$ cat src/exec_pkg.sv
package exec_pkg;
    // opcodes, fixed bits
    localparam logic [7:0] OP_DEC_A = 8'h07;
    localparam logic [7:0] OP_INC_A = 8'h17;
    localparam logic [7:0] OP_EN_I = 8'h05;
    localparam logic [7:0] OP_INPUT_IRQ_DISABLE = 8'h15;
    localparam logic [7:0] OP_TIMER_IRQ_ENABLE = 8'h25;
    localparam logic [7:0] OP_TIMER_IRQ_DISABLE = 8'h35;
    localparam logic [7:0] OP_EN_DMA = 8'hE5;
    localparam logic [7:0] OP_EN_FLAGS = 8'hF5;
    localparam logic [7:0] OP_IN_DBB = 8'h22;
    localparam logic [7:0] OP_INPUT_EMPTY_JUMP = 8'hD6;
    localparam logic [7:0] OP_OUTPUT_FULL_JUMP = 8'h86;
    localparam logic [7:0] OP_JC = 8'hF6;
    localparam logic [7:0] OP_JNC = 8'hE6;
    localparam logic [7:0] OP_JF0 = 8'hB6;
    localparam logic [7:0] OP_JF1 = 8'h76;
    localparam logic [7:0] OP_JTF = 8'h16;
    localparam logic [7:0] OP_JT0 = 8'h36;
    localparam logic [7:0] OP_JNT0 = 8'h26;
    localparam logic [7:0] OP_JT1 = 8'h56;
    localparam logic [7:0] OP_JNT1 = 8'h46;
    localparam logic [7:0] OP_INDIRECT_PAGE_JUMP = 8'hB3;
    // opcode groups matched on the high five bits, the low five bits (jump, bit test) or the high seven bits (indirect increment)
    localparam logic [4:0] GRP_DEC_R = 5'h19;
    localparam logic [4:0] GRP_DECREMENT_BRANCH_NONZERO = 5'h1D;
    localparam logic [4:0] GRP_INC_R = 5'h03;
    localparam logic [6:0] GRP_INC_IND = 7'h08;
    localparam logic [4:0] GRP_JMP_LOW = 5'h04;
    localparam logic [4:0] GRP_JB_LOW = 5'h12;
    // port 2 bit positions
    localparam int P2_OBF_BIT = 4;
    localparam int P2_IBF_BIT = 5;
    localparam int P2_DRQ_BIT = 6;
    localparam int P2_DMA_ACKNOWLEDGE_IN_BIT = 7;
    // widths and reset values
    localparam int PC_W = 11;
    localparam int DMEM_AW = 6;
    localparam logic [7:0] P2_RESET = 8'hFF;
    localparam logic [PC_W-1:0] PC_RESET = 11'h000;
    // execution states, one bit between fetch and operand, both bits between fetch and memory write
    typedef enum logic [1:0] {
        ST_FETCH = 2'b00,
        ST_OPER = 2'b01,
        ST_MEM = 2'b11
    } exec_state_t;
endpackage

$ cat src/peripheral_mcu_instr_exec.sv
module peripheral_mcu_instr_exec (
    input wire logic clk,
    input wire logic rst_b,
    output logic [exec_pkg::PC_W-1:0] prog_addr,
    input wire logic [7:0] prog_data,
    input wire logic host_cs_b,
    input wire logic host_wr_b,
    input wire logic host_cd_sel,
    input wire logic [7:0] host_data_in,
    input wire logic output_buffer_full_flag,
    input wire logic test_input_zero,
    input wire logic test_input_one,
    input wire logic timer_overflow,
    input wire logic carry_in,
    input wire logic user_flag_zero,
    input wire logic [7:0] port2_write_data,
    input wire logic port2_write,
    input wire logic port2_bit7,
    output logic [7:0] port2_out,
    output logic [7:0] accumulator,
    output logic input_buffer_full_flag,
    output logic command_data_flag,
    output logic timer_overflow_flag,
    output logic irq_start,
    output logic input_irq_pending,
    output logic timer_irq_pending,
    output logic dma_request_out,
    output logic dma_enabled,
    output logic flags_enabled
);
    // ============================================================
    // pin synchronisers
    logic [4:0] pins_s;
    exec_sync u_sync (
        .clk(clk),
        .rst_b(rst_b),
        .async_in({host_cs_b, host_wr_b, test_input_zero, test_input_one, port2_bit7}),
        .sync_out(pins_s)
    );
    logic cs_b_s, wr_b_s, t0_s, t1_s, dma_acknowledge_in_s;
    assign cs_b_s = pins_s[4];
    assign wr_b_s = pins_s[3];
    assign t0_s = pins_s[2];
    assign t1_s = pins_s[1];
    assign dma_acknowledge_in_s = !pins_s[0]; // acknowledge pin is active low

    // ============================================================
    // state
    exec_pkg::exec_state_t st_q, st_d;
    logic [exec_pkg::PC_W-1:0] pc_q, pc_d;
    logic [7:0] op_q, op_d;
    logic [7:0] acc_q, acc_d;
    logic [7:0] regs_q [0:7];
    logic [7:0] regs_d [0:7];
    logic ibf_q, ibf_d;
    logic cdf_q, cdf_d;
    logic tf_q, tf_d;
    logic ien_q, ien_d;
    logic ten_q, ten_d;
    logic ipend_q, ipend_d;
    logic tpend_q, tpend_d;
    logic dma_q, dma_d;
    logic flg_q, flg_d;
    logic drq_q, drq_d;
    logic [7:0] p2_q, p2_d;
    logic [7:0] dbb_q, dbb_d;
    logic wr_prev_q, wr_prev_d;
    logic irq_q, irq_d;
    logic mem_we;
    logic [7:0] mem_wdata;
    logic [7:0] mem_rdata;
    logic [exec_pkg::DMEM_AW-1:0] mem_addr;

    // ============================================================
    // helpers
    function automatic logic [exec_pkg::PC_W-1:0] page_load(input logic [exec_pkg::PC_W-1:0] pc,
                                                           input logic [7:0] low);
        page_load = {pc[exec_pkg::PC_W-1:8], low};
    endfunction

    function automatic logic [exec_pkg::PC_W-1:0] pc_inc(input logic [exec_pkg::PC_W-1:0] pc);
        pc_inc = pc + 11'h001;
    endfunction

    // internal data memory, address from R0/R1 bits 0-5
    assign mem_addr = regs_q[{2'b00, op_q[0]}][exec_pkg::DMEM_AW-1:0];
    exec_dmem u_dmem (
        .clk(clk),
        .raddr(mem_addr),
        .rdata(mem_rdata),
        .we(mem_we),
        .waddr(mem_addr),
        .wdata(mem_wdata)
    );

    // host strobes, DMA acknowledge forces select and command low
    logic host_sel, host_cd, host_wr_edge;
    assign host_sel = (dma_q && dma_acknowledge_in_s) ? 1'b1 : !cs_b_s;
    assign host_cd = (dma_q && dma_acknowledge_in_s) ? 1'b0 : host_cd_sel;
    assign host_wr_edge = host_sel && !wr_b_s && wr_prev_q;

    // branch condition for the two-byte jumps
    logic cond;
    logic [7:0] rsel_dec;
    assign rsel_dec = regs_q[op_q[2:0]] - 8'h01;
    always_comb begin
        cond = 1'b0;
        unique case (1'b1)
            (op_q == exec_pkg::OP_INPUT_EMPTY_JUMP): cond = !ibf_q;
            (op_q == exec_pkg::OP_OUTPUT_FULL_JUMP): cond = output_buffer_full_flag;
            (op_q == exec_pkg::OP_JC): cond = carry_in;
            (op_q == exec_pkg::OP_JNC): cond = !carry_in;
            (op_q == exec_pkg::OP_JF0): cond = user_flag_zero;
            (op_q == exec_pkg::OP_JF1): cond = cdf_q;
            (op_q == exec_pkg::OP_JTF): cond = tf_q;
            (op_q == exec_pkg::OP_JT0): cond = t0_s;
            (op_q == exec_pkg::OP_JNT0): cond = !t0_s;
            (op_q == exec_pkg::OP_JT1): cond = t1_s;
            (op_q == exec_pkg::OP_JNT1): cond = !t1_s;
            (op_q[4:0] == exec_pkg::GRP_JB_LOW): cond = acc_q[op_q[7:5]];
            (op_q[7:3] == exec_pkg::GRP_DECREMENT_BRANCH_NONZERO): cond = (rsel_dec != 8'h00);
            default: cond = 1'b0;
        endcase
    end

    // ============================================================
    // next-state logic
    always_comb begin
        st_d = st_q;
        pc_d = pc_q;
        op_d = op_q;
        acc_d = acc_q;
        regs_d = regs_q;
        ibf_d = ibf_q;
        cdf_d = cdf_q;
        tf_d = tf_q;
        ien_d = ien_q;
        ten_d = ten_q;
        ipend_d = ipend_q;
        tpend_d = tpend_q;
        dma_d = dma_q;
        flg_d = flg_q;
        drq_d = drq_q;
        p2_d = p2_q;
        dbb_d = dbb_q;
        wr_prev_d = wr_b_s || !host_sel;
        irq_d = 1'b0;
        mem_we = 1'b0;
        mem_wdata = mem_rdata + 8'h01;
        if (port2_write) begin
            p2_d = port2_write_data;
        end
        unique case (st_q)
            exec_pkg::ST_FETCH: begin
                op_d = prog_data;
                pc_d = pc_inc(pc_q);
                if (prog_data[7:1] == exec_pkg::GRP_INC_IND) begin
                    st_d = exec_pkg::ST_MEM;
                end else if (prog_data == exec_pkg::OP_DEC_A) begin
                    acc_d = acc_q - 8'h01;
                end else if (prog_data == exec_pkg::OP_INC_A) begin
                    acc_d = acc_q + 8'h01;
                end else if (prog_data[7:3] == exec_pkg::GRP_DEC_R) begin
                    regs_d[prog_data[2:0]] = regs_q[prog_data[2:0]] - 8'h01;
                end else if (prog_data[7:3] == exec_pkg::GRP_INC_R) begin
                    regs_d[prog_data[2:0]] = regs_q[prog_data[2:0]] + 8'h01;
                end else if (prog_data == exec_pkg::OP_EN_I) begin
                    ien_d = 1'b1;
                end else if (prog_data == exec_pkg::OP_INPUT_IRQ_DISABLE) begin
                    ien_d = 1'b0;
                end else if (prog_data == exec_pkg::OP_TIMER_IRQ_ENABLE) begin
                    ten_d = 1'b1;
                end else if (prog_data == exec_pkg::OP_TIMER_IRQ_DISABLE) begin
                    ten_d = 1'b0;
                    tpend_d = 1'b0;
                end else if (prog_data == exec_pkg::OP_EN_DMA) begin
                    dma_d = 1'b1;
                end else if (prog_data == exec_pkg::OP_EN_FLAGS) begin
                    flg_d = 1'b1;
                end else if (prog_data == exec_pkg::OP_IN_DBB) begin
                    acc_d = dbb_q;
                    ibf_d = 1'b0;
                end else if (prog_data == exec_pkg::OP_INDIRECT_PAGE_JUMP) begin
                    st_d = exec_pkg::ST_OPER;
                end else if (prog_data[4:0] == exec_pkg::GRP_JMP_LOW ||
                             prog_data[4:0] == exec_pkg::GRP_JB_LOW ||
                             prog_data[7:3] == exec_pkg::GRP_DECREMENT_BRANCH_NONZERO ||
                             prog_data[3:0] == 4'h6) begin
                    st_d = exec_pkg::ST_OPER;
                end
            end
            exec_pkg::ST_OPER: begin
                st_d = exec_pkg::ST_FETCH;
                if (op_q == exec_pkg::OP_INDIRECT_PAGE_JUMP) begin
                    pc_d = page_load(pc_q, prog_data);
                end else if (op_q[4:0] == exec_pkg::GRP_JMP_LOW) begin
                    pc_d = {pc_q[10], op_q[6:5], prog_data};
                end else begin
                    if (op_q[7:3] == exec_pkg::GRP_DECREMENT_BRANCH_NONZERO) begin
                        regs_d[op_q[2:0]] = rsel_dec;
                    end
                    if (op_q == exec_pkg::OP_JTF) begin
                        tf_d = 1'b0;
                    end
                    pc_d = cond ? page_load(pc_q, prog_data) : pc_inc(pc_q);
                end
            end
            exec_pkg::ST_MEM: begin
                mem_we = 1'b1;
                st_d = exec_pkg::ST_FETCH;
            end
            default: st_d = exec_pkg::ST_FETCH;
        endcase
        // host write latches buffer and request; set wins over read clear
        if (host_wr_edge) begin
            dbb_d = host_data_in;
            ibf_d = 1'b1;
            cdf_d = host_cd;
            ipend_d = 1'b1;
        end
        if (timer_overflow) begin
            tf_d = 1'b1;
            if (ten_d) begin
                tpend_d = 1'b1;
            end
        end
        // acknowledge clears request; request raised when IN DBB is fetched while buffer empty
        if (dma_q) begin
            if (dma_acknowledge_in_s) begin
                drq_d = 1'b0;
            end else if (!ibf_q && st_q == exec_pkg::ST_FETCH && prog_data == exec_pkg::OP_IN_DBB) begin
                drq_d = 1'b1;
            end
        end
        // interrupt start on enabled pending request
        if (ien_q && ipend_q) begin
            irq_d = 1'b1;
            ipend_d = host_wr_edge;
        end else if (ten_q && tpend_q) begin
            irq_d = 1'b1;
            tpend_d = timer_overflow;
        end
    end

    // ============================================================
    // registers
    always_ff @(posedge clk or negedge rst_b) begin
        if (!rst_b) begin
            st_q <= exec_pkg::ST_FETCH;
            pc_q <= exec_pkg::PC_RESET;
            op_q <= 8'h00;
            acc_q <= 8'h00;
            for (int i = 0; i < 8; i++) begin
                regs_q[i] <= 8'h00;
            end
            ibf_q <= 1'b0;
            cdf_q <= 1'b0;
            tf_q <= 1'b0;
            ien_q <= 1'b0;
            ten_q <= 1'b0;
            ipend_q <= 1'b0;
            tpend_q <= 1'b0;
            dma_q <= 1'b0;
            flg_q <= 1'b0;
            drq_q <= 1'b0;
            p2_q <= exec_pkg::P2_RESET;
            dbb_q <= 8'h00;
            wr_prev_q <= 1'b1;
            irq_q <= 1'b0;
        end else begin
            st_q <= st_d;
            pc_q <= pc_d;
            op_q <= op_d;
            acc_q <= acc_d;
            regs_q <= regs_d;
            ibf_q <= ibf_d;
            cdf_q <= cdf_d;
            tf_q <= tf_d;
            ien_q <= ien_d;
            ten_q <= ten_d;
            ipend_q <= ipend_d;
            tpend_q <= tpend_d;
            dma_q <= dma_d;
            flg_q <= flg_d;
            drq_q <= drq_d;
            p2_q <= p2_d;
            dbb_q <= dbb_d;
            wr_prev_q <= wr_prev_d;
            irq_q <= irq_d;
        end
    end

    // ============================================================
    // outputs
    // indirect jump addresses page byte at accumulator
    assign prog_addr = (st_q == exec_pkg::ST_OPER && op_q == exec_pkg::OP_INDIRECT_PAGE_JUMP) ?
                       page_load(pc_q, acc_q) : pc_q;
    // port 2 with flag and request routing
    always_comb begin
        port2_out = p2_q;
        if (flg_q) begin
            port2_out[exec_pkg::P2_OBF_BIT] = p2_q[exec_pkg::P2_OBF_BIT] & output_buffer_full_flag;
            port2_out[exec_pkg::P2_IBF_BIT] = p2_q[exec_pkg::P2_IBF_BIT] & !ibf_q;
        end
        if (dma_q) begin
            port2_out[exec_pkg::P2_DRQ_BIT] = drq_q;
        end
    end
    assign accumulator = acc_q;
    assign input_buffer_full_flag = ibf_q;
    assign command_data_flag = cdf_q;
    assign timer_overflow_flag = tf_q;
    assign irq_start = irq_q;
    assign input_irq_pending = ipend_q;
    assign timer_irq_pending = tpend_q;
    assign dma_request_out = drq_q;
    assign dma_enabled = dma_q;
    assign flags_enabled = flg_q;
endmodule

$ cat src/exec_dmem.sv
module exec_dmem (
    input wire logic clk,
    input wire logic [exec_pkg::DMEM_AW-1:0] raddr,
    output logic [7:0] rdata,
    input wire logic we,
    input wire logic [exec_pkg::DMEM_AW-1:0] waddr,
    input wire logic [7:0] wdata
);
    logic [7:0] mem [0:(1<<exec_pkg::DMEM_AW)-1];

    // registered read, plain write
    always_ff @(posedge clk) begin
        if (we) begin
            mem[waddr] <= wdata;
        end
        rdata <= mem[raddr];
    end
endmodule

$ cat src/exec_sync.sv
module exec_sync (
    input wire logic clk,
    input wire logic rst_b,
    input wire logic [4:0] async_in,
    output logic [4:0] sync_out
);
    logic [4:0] stage1_q;
    logic [4:0] stage2_q;

    // two-flop synchroniser for pins
    always_ff @(posedge clk or negedge rst_b) begin
        if (!rst_b) begin
            // idle levels: select, write and acknowledge high, test pins low
            stage1_q <= 5'h1_9;
            stage2_q <= 5'h1_9;
        end else begin
            stage1_q <= async_in;
            stage2_q <= stage1_q;
        end
    end
    assign sync_out = stage2_q;
endmodule

$ cat config.mk
export PLATFORM = sky130hd
export DESIGN_NAME = peripheral_mcu_instr_exec
export DESIGN_NICKNAME = d
export VERILOG_FILES = /design/src/exec_pkg.sv /design/src/peripheral_mcu_instr_exec.sv /design/src/exec_dmem.sv /design/src/exec_sync.sv
export SDC_FILE = /design/constraint.sdc
export NUM_CORES = 1
export LEC_CHECK = 0
export ABC_AREA = 1
export BUFFER_PORTS_ARGS = -buffer_cell sky130_fd_sc_hd__buf_2
export CAP_MARGIN = 25
export CORE_ASPECT_RATIO = 0.9
export CORE_MARGIN = 2
export CORE_UTILIZATION = 43
export CTS_CLUSTER_DIAMETER = 50
export CTS_CLUSTER_SIZE = 20
export DETAILED_ROUTE_END_ITERATION = 10
export SLEW_MARGIN = 10
export SYNTH_ARGS = -nofsm -noshare
export SYNTH_HDL_FRONTEND = slang
export SYNTH_SLANG_ARGS = --single-unit
$ cat constraint.sdc
create_clock -name clk -period 2.19 [get_ports clk]
set_input_delay 0.438 -clock clk [delete_from_list [all_inputs] [get_ports clk]]
set_output_delay 0.438 -clock clk [all_outputs]
set_load 0.02 [all_outputs]
Word-level counts from Yosys, hierarchy flattened
Index checks and enable logic that the tools add are counted.

storage, ports and cells
  output and inout port bits = 36
  register bits = 131

operators by class
  add/sub/neg operators = 6
  eq/ne operators = 76
  multiplexer cells = 111
  reduce and logical (&&, ||, !) cells = 43
  order comparisons = 5
  bitwise operators = 14

operators by type and width
  kind                                                                   count
  64-bit 2-to-1 mux                                                      8
  64-bit bitwise mux                                                     3
  8-bit 2-to-1 mux                                                       18
  64-bit one-hot mux with 2 select lines                                 1
  8-bit equality test, second input constant                             9
  3-bit != test, second input constant                                   21
  1-bit 2-to-1 mux                                                       55
  8-bit binary-select mux with 3-bit select                              2
  8-bit demux with 3-bit select                                          2
  2-bit != test, second input constant                                   21
  8-bit by 6-bit equality test with 1-bit output, second input constant  5
  11-bit 2-to-1 mux                                                      3
  2-bit 2-to-1 mux                                                       16
  5-bit equality test, second input constant                             5
  8-bit by 5-bit equality test with 1-bit output, second input constant  3
  8-bit by 7-bit equality test with 1-bit output, second input constant  3
  12-bit AND reduction                                                   2
  8-bit by 1-bit subtractor with 8-bit output, second input constant     3
  11-bit one-hot mux with 2 select lines                                 1
  11-bit AND reduction                                                   2
  8-bit by 1-bit adder with 8-bit output, second input constant          2
  8-bit by 3-bit equality test with 1-bit output, second input constant  2
  2-bit nonzero test                                                     7
  1-bit one-hot mux with 13 select lines                                 1
  other kinds (26)                                                       60

Logic depth before layout (Yosys ltp)
  depth after elaboration = 19
  depth in mapped cells = 22

By module
Synthesis repeated with hierarchy kept, for this count alone.

second synthesis, totals
  cells, all modules = 1,233
  area, all modules = 8,964.8 sq um

modules (own cells, without submodules)
  module                     area each (sq um)  times used  seq. area each (sq um)  cells an instance
  peripheral_mcu_instr_exec  8,707.1            1           3,039.2                 1,223
  exec_sync                  257.7              1           257.7                   10

Worst setup path after synthesis
No wires, ideal clock.

  path type = input port to flip-flop
  start point = in prog_data[0]
  end point = reg regs_q[4] (netlist bit)
  buffers on the path = 2
  stages = 14
  slack = -0.160 ns
  setup time = 0.122 ns
  arrival = 2.228 ns
  data required time = 2.068 ns
  cell sequence = nor2_1 > buf_6 > a22oi_1 > nand3_2 > o21ai_4 > inv_4 > ha_1 > inv_1 > nor3_1 > o21ai_1 > or2_1 > buf_6 > nand3_1 > a21boi_1

between the ends
  cells in the longest elaborated chain, start to end = 12

ends and longest elaborated chain
  item                                                                                            RTL line                                                            text
  start: declaration                                                                              peripheral_mcu_instr_exec.sv:5                                      input wire logic [7:0] prog_data,
  3-bit NOT with 4-bit output (not written as such)                                               peripheral_mcu_instr_exec.sv:164, peripheral_mcu_instr_exec.sv:166
  8-bit binary-select mux with 3-bit select (tied with other cells)                               peripheral_mcu_instr_exec.sv:164, peripheral_mcu_instr_exec.sv:166
  8-bit 2-to-1 mux (not written as such) / 1-bit logical AND (equally long branches)              peripheral_mcu_instr_exec.sv:164, peripheral_mcu_instr_exec.sv:166
  8-bit 2-to-1 mux (not written as such)                                                          peripheral_mcu_instr_exec.sv:164, peripheral_mcu_instr_exec.sv:166
  8-bit by 1-bit adder with 8-bit output / 8-bit demux with 3-bit select (equally long branches)  peripheral_mcu_instr_exec.sv:166, peripheral_mcu_instr_exec.sv:164
  64-bit bitwise mux                                                                              peripheral_mcu_instr_exec.sv:166                                    regs_d[prog_data[2:0]] = regs_q[prog_data[2:0]] + 8'h01;
  64-bit 2-to-1 mux                                                                               peripheral_mcu_instr_exec.sv:165                                    end else if (prog_data[7:3] == exec_pkg::GRP_INC_R) begin
  64-bit 2-to-1 mux                                                                               peripheral_mcu_instr_exec.sv:163                                    end else if (prog_data[7:3] == exec_pkg::GRP_DEC_R) begin
  64-bit 2-to-1 mux                                                                               peripheral_mcu_instr_exec.sv:161                                    end else if (prog_data == exec_pkg::OP_INC_A) begin
  64-bit 2-to-1 mux                                                                               peripheral_mcu_instr_exec.sv:159                                    end else if (prog_data == exec_pkg::OP_DEC_A) begin
  64-bit 2-to-1 mux                                                                               peripheral_mcu_instr_exec.sv:157                                    if (prog_data[7:1] == exec_pkg::GRP_INC_IND) begin
  64-bit one-hot mux with 2 select lines                                                          peripheral_mcu_instr_exec.sv:153                                    unique case (st_q)
  end signal: assignment                                                                          peripheral_mcu_instr_exec.sv:275                                    regs_q <= regs_d;
  end: declaration                                                                                peripheral_mcu_instr_exec.sv:53                                     logic [7:0] regs_q [0:7];

Parallel ways exist; a longest one is shown, timed or not. The select of a mux whose other input is x is not followed.
A chain may end at the register's enable or synchronous reset.

Final worst setup path
  start point = reg op_q[0]
  end point = reg pc_q[1] (netlist bit)

between the ends
  cells in the longest elaborated chain, start to end = 11

ends and longest elaborated chain
  item                                                  RTL line                          text
  start: declaration                                    peripheral_mcu_instr_exec.sv:51   logic [7:0] op_q, op_d;
  start signal: assignment                              peripheral_mcu_instr_exec.sv:273  op_q <= op_d;
  3-bit NOT with 4-bit output (not written as such)     peripheral_mcu_instr_exec.sv:105  assign rsel_dec = regs_q[op_q[2:0]] - 8'h01;
  8-bit binary-select mux with 3-bit select             peripheral_mcu_instr_exec.sv:105
  8-bit 2-to-1 mux (not written as such) (2 in series)  peripheral_mcu_instr_exec.sv:105
  8-bit by 1-bit subtractor with 8-bit output           peripheral_mcu_instr_exec.sv:105
  8-bit nonzero test                                    peripheral_mcu_instr_exec.sv:121  (op_q[7:3] == exec_pkg::GRP_DECREMENT_BRANCH_NONZERO): cond = (rsel_dec != 8'h00);
  1-bit one-hot mux with 13 select lines                peripheral_mcu_instr_exec.sv:108  unique case (1'b1)
  11-bit 2-to-1 mux                                     peripheral_mcu_instr_exec.sv:205  pc_d = cond ? page_load(pc_q, prog_data) : pc_inc(pc_q);
  11-bit 2-to-1 mux                                     peripheral_mcu_instr_exec.sv:196  end else if (op_q[4:0] == exec_pkg::GRP_JMP_LOW) begin
  11-bit 2-to-1 mux *                                   peripheral_mcu_instr_exec.sv:194  if (op_q == exec_pkg::OP_INDIRECT_PAGE_JUMP) begin
  11-bit one-hot mux with 2 select lines *              peripheral_mcu_instr_exec.sv:153
  end signal: assignment                                peripheral_mcu_instr_exec.sv:250  pc_q <= exec_pkg::PC_RESET;
  end signal: assignment                                peripheral_mcu_instr_exec.sv:272  pc_q <= pc_d;
  end: declaration                                      peripheral_mcu_instr_exec.sv:50   logic [exec_pkg::PC_W-1:0] pc_q, pc_d;

Every way passes the cells marked *; elsewhere a longest branch is shown, timed or not. The select of a mux whose other input is x is not followed.

==> run metrics <==
Compound-Gate Fraction of Synth Area=0.1985; synthesized-area fraction occupied by adder cells=0.009876; Top cell by count, worst path=nand2_1; main area contributors after synthesis=dfrtp_1 33%, nand2_1 13%, inv_1 6.6%, nand3_1 6.0%, dfstp_2 4.4%; vias per cell=5.508; crit path buf inv count=2; routed via count=9875; P_sw=4.912 mW; Mean Syn Cell Area=7.275 um^2; Sw Share=0.4127; Clock Tree Buf Depth=2; multiplexer share of the synthesized area=0.01778; Synth Instances=1219; Seq cells post-synth=131; async set-or-reset flop fraction in the synthesized netlist=1.000; total of max-cap violations=0; worst reg-to-reg path cell count=19; final hold vios=0; Worst path slowest cell=dfrtp_2; vias in the first global route=9468; Yosys top cell by area=dfrtp_1; largest fanout on the critical path=8; Detailed Routing Iterations Pass 1=6; top-count cell post-synth=nand2_1; hold_sp=host_cs_b; EDFF count, synth=0; Min-Delay Path Depth=1; fillers=1784; crit end category=flip-flop; final setup margin=-0.4513 ns; Skew-Pair Late Insertion Delay=0.43 ns; # setup viols final=73; Period Utilization, post-route=1.206; FF-to-FF setup slack=-0.45 ns; Hold Path Class=primary input to flip-flop; H-tree Lvls=4; status=finished with violations; Synthesis Warnings=0; distinct cell type count after synthesis=59; diode count=0; fmax=378.6 MHz; gr ovfl total=0; global-route wire length before repair=52810 um; CP peak stage delay=0.47 ns; sequential cell area=3301 um^2; area share of xor/xnor cells in the synthesized design=0.01989; initial antenna violation count=0; pwr/cell area=926.3 nW/um^2; cell family with most CP delay=simple AND/OR/NAND/NOR gates; Routed WL=34180 um; Die ar.=21790 um^2; clk sink count=131; IO Pins=73; Multi-input gate area=5376 um^2; ys flop type=dfrtp_1; CTS tree=yes; First DRT Iteration DRCs=1057; Mapped Area=8869 um^2; die span in x=155.4 um; most common library cells after synthesis=312 x nand2_1, 155 x inv_1, 116 x dfrtp_1; post-synth top area share=0.3273; Lkg Pwr=6.214 nW; Arr. time, crit path=3.02 ns; pin count of the biggest net entering global routing=48; failing checks=negative setup slack; root buf cell=clkbuf_16; syn nets=1263; Final Max Tran Viols=0; VDD IR max=453.5 uV; die height=140.2 um; share of cells above drive strength 1=0.3940; Rows=49; crit path time final=2.641 ns; antenna-violating nets left=0; Rel. slew slack=0.6136; RSZ-0062 raised after global routing=yes; cells along the critical path=buf_12 -> o211ai_1 -> nand2_1 -> nor2_4 -> ha_4 -> inv_4 -> nor2_4 -> nand3_1 -> nand2_1 -> nand2_2 -> nor2_1 -> nand2_1 -> nand2_2 -> nand3_4 -> nand2_8 -> nand2_8 -> nand2_2 -> nand3_2 -> nand2_1; reg-to-reg endpoint=pc_q[1]; combinational group share of total power=0.443; clock slew at reported path FFs=0.07 ns; final net count=1569; part of the power in registers=0.305; CTS Buf Count=17; Slew @ Worst Pin=0.5775 ns; DPL Wire Length=26110 um; total negative slack=-13.78 ns; routability cong.=1.002; GRT Total Usage=0.3147; worst r2r src=op_q[0]; drt drc=0; CP Class=flip-flop to flip-flop; clock share of power=0.253; Synth Area in Simple Gates=0.2827; Initial Utilization=0.4410; Startpoint Class=flip-flop; Worst EP required=2.57 ns; largest family of logic cells by synthesized area=simple AND/OR/NAND/NOR gates; wire per inst=19.06 um; Port Buffers=72; area growth from synthesis to layout=44.86%; cell-internal power=6.989 mW; Hold Path End=u_sync.stage1_q[4]; core footprint=20110 um^2; Final Skew=0.01486 ns; sequential area share after synthesis=0.3718; Worst Hold Margin=0.09158 ns
-- logic make-up after synthesis --
family | after synthesis
mux | 14
buf+inv | 211
xor+xnor | 18
fa+ha+maj | 7
flops | 131
compound gates | 258
simple gates | 580
-- layout make-up --
cell class	instances	share of cell area
repair buffers	324	0.1970
clock inverters	15	0.01451
flip-flops and latches	131	0.2569
well taps	255	0.02483
multi-input cells	878	0.4185
clock buffers	17	0.03311
inverters	173	0.05512
-- cell usage in the layout (no fill, tap or decap), types with 18 or more instances in the layout --
cell and instances:
nand2_1 278, buf_4 213, inv_1 145, dfrtp_1 113, nand3_1 86, nor2_1 82, buf_2 68, o21ai_0 55
nand2_2 37, buf_6 29, o22ai_1 25, nand3_2 24, a21oi_2 22, a21oi_1 19, nor2_2 18, a22oi_1 18
-- state kept, by name (all words and copies together), names as in the netlist, 2 cells and up --
register and count:
accumulator 8, dbb_q 8, op_q 8, p2_q 8, pc_q 11, regs_q 64
st_q 2, u_sync.stage1_q 5, u_sync.sync_out 5
-- stage by stage --
stage	instances	utilization	total power [mW]	instance area, um^2	setup WS, ns
4_1_cts	1783	0.6138	11.54	12340	-0.3856
3_5_place_dp	1730	0.5619	8.226	11300	-0.6132
6_report	1793	0.6389	11.90	12850	-0.4513
5_1_grt	1793	0.6389	12.51	12850	-0.6283
2_1_floorplan	1219	-	6.166	9046	-0.05162
3_3_place_gp	1730	0.5619	8.191	11300	-0.5602
-- power by group through the flow --
stage / Clock, mW / Sequential (mW) / Combinational [mW]
CTS: 3.04 / 3.59 / 4.91
detailed placement: 0 / 3.62 / 4.60
global route: 3.13 / 3.68 / 5.70
global placement: 0 / 3.62 / 4.57
finish: 3.01 / 3.63 / 5.27
floorplan: 0 / 3.56 / 2.60
-- routing by layer --
layer,up-vias,global-route usage,share of wire,routed length (um)
li1,4658,-,-,-
met4,0,0.08691,0.021,727
met2,503,0.4343,0.42,14260
met5,-,0,0,0
met3,67,0.07859,0.11,3685
met1,4647,0.4837,0.45,15510
-- how the worst max path moves through the flow --
stage / to / from / depth (start not counted)
4_1_cts: pc_q[1] / op_q[0] / 21
3_5_place_dp: regs_q[44] / prog_data[1] / 15
6_report: pc_q[1] / op_q[0] / 19
3_3_place_gp: regs_q[20] / prog_data[0] / 15
2_1_floorplan: regs_q[4] / prog_data[1] / 15
5_1_grt: pc_q[7] / op_q[0] / 22
-- timing repair --
action	in CTS	in global routing
hold buffers	1	0
gates resized for setup	82	123
pin swaps	52	53
setup endpoints to repair	81	83
gates cloned	2	0
setup buffers	21	13
hold endpoints to repair	29	0
(Power assumes the default switching activity.)
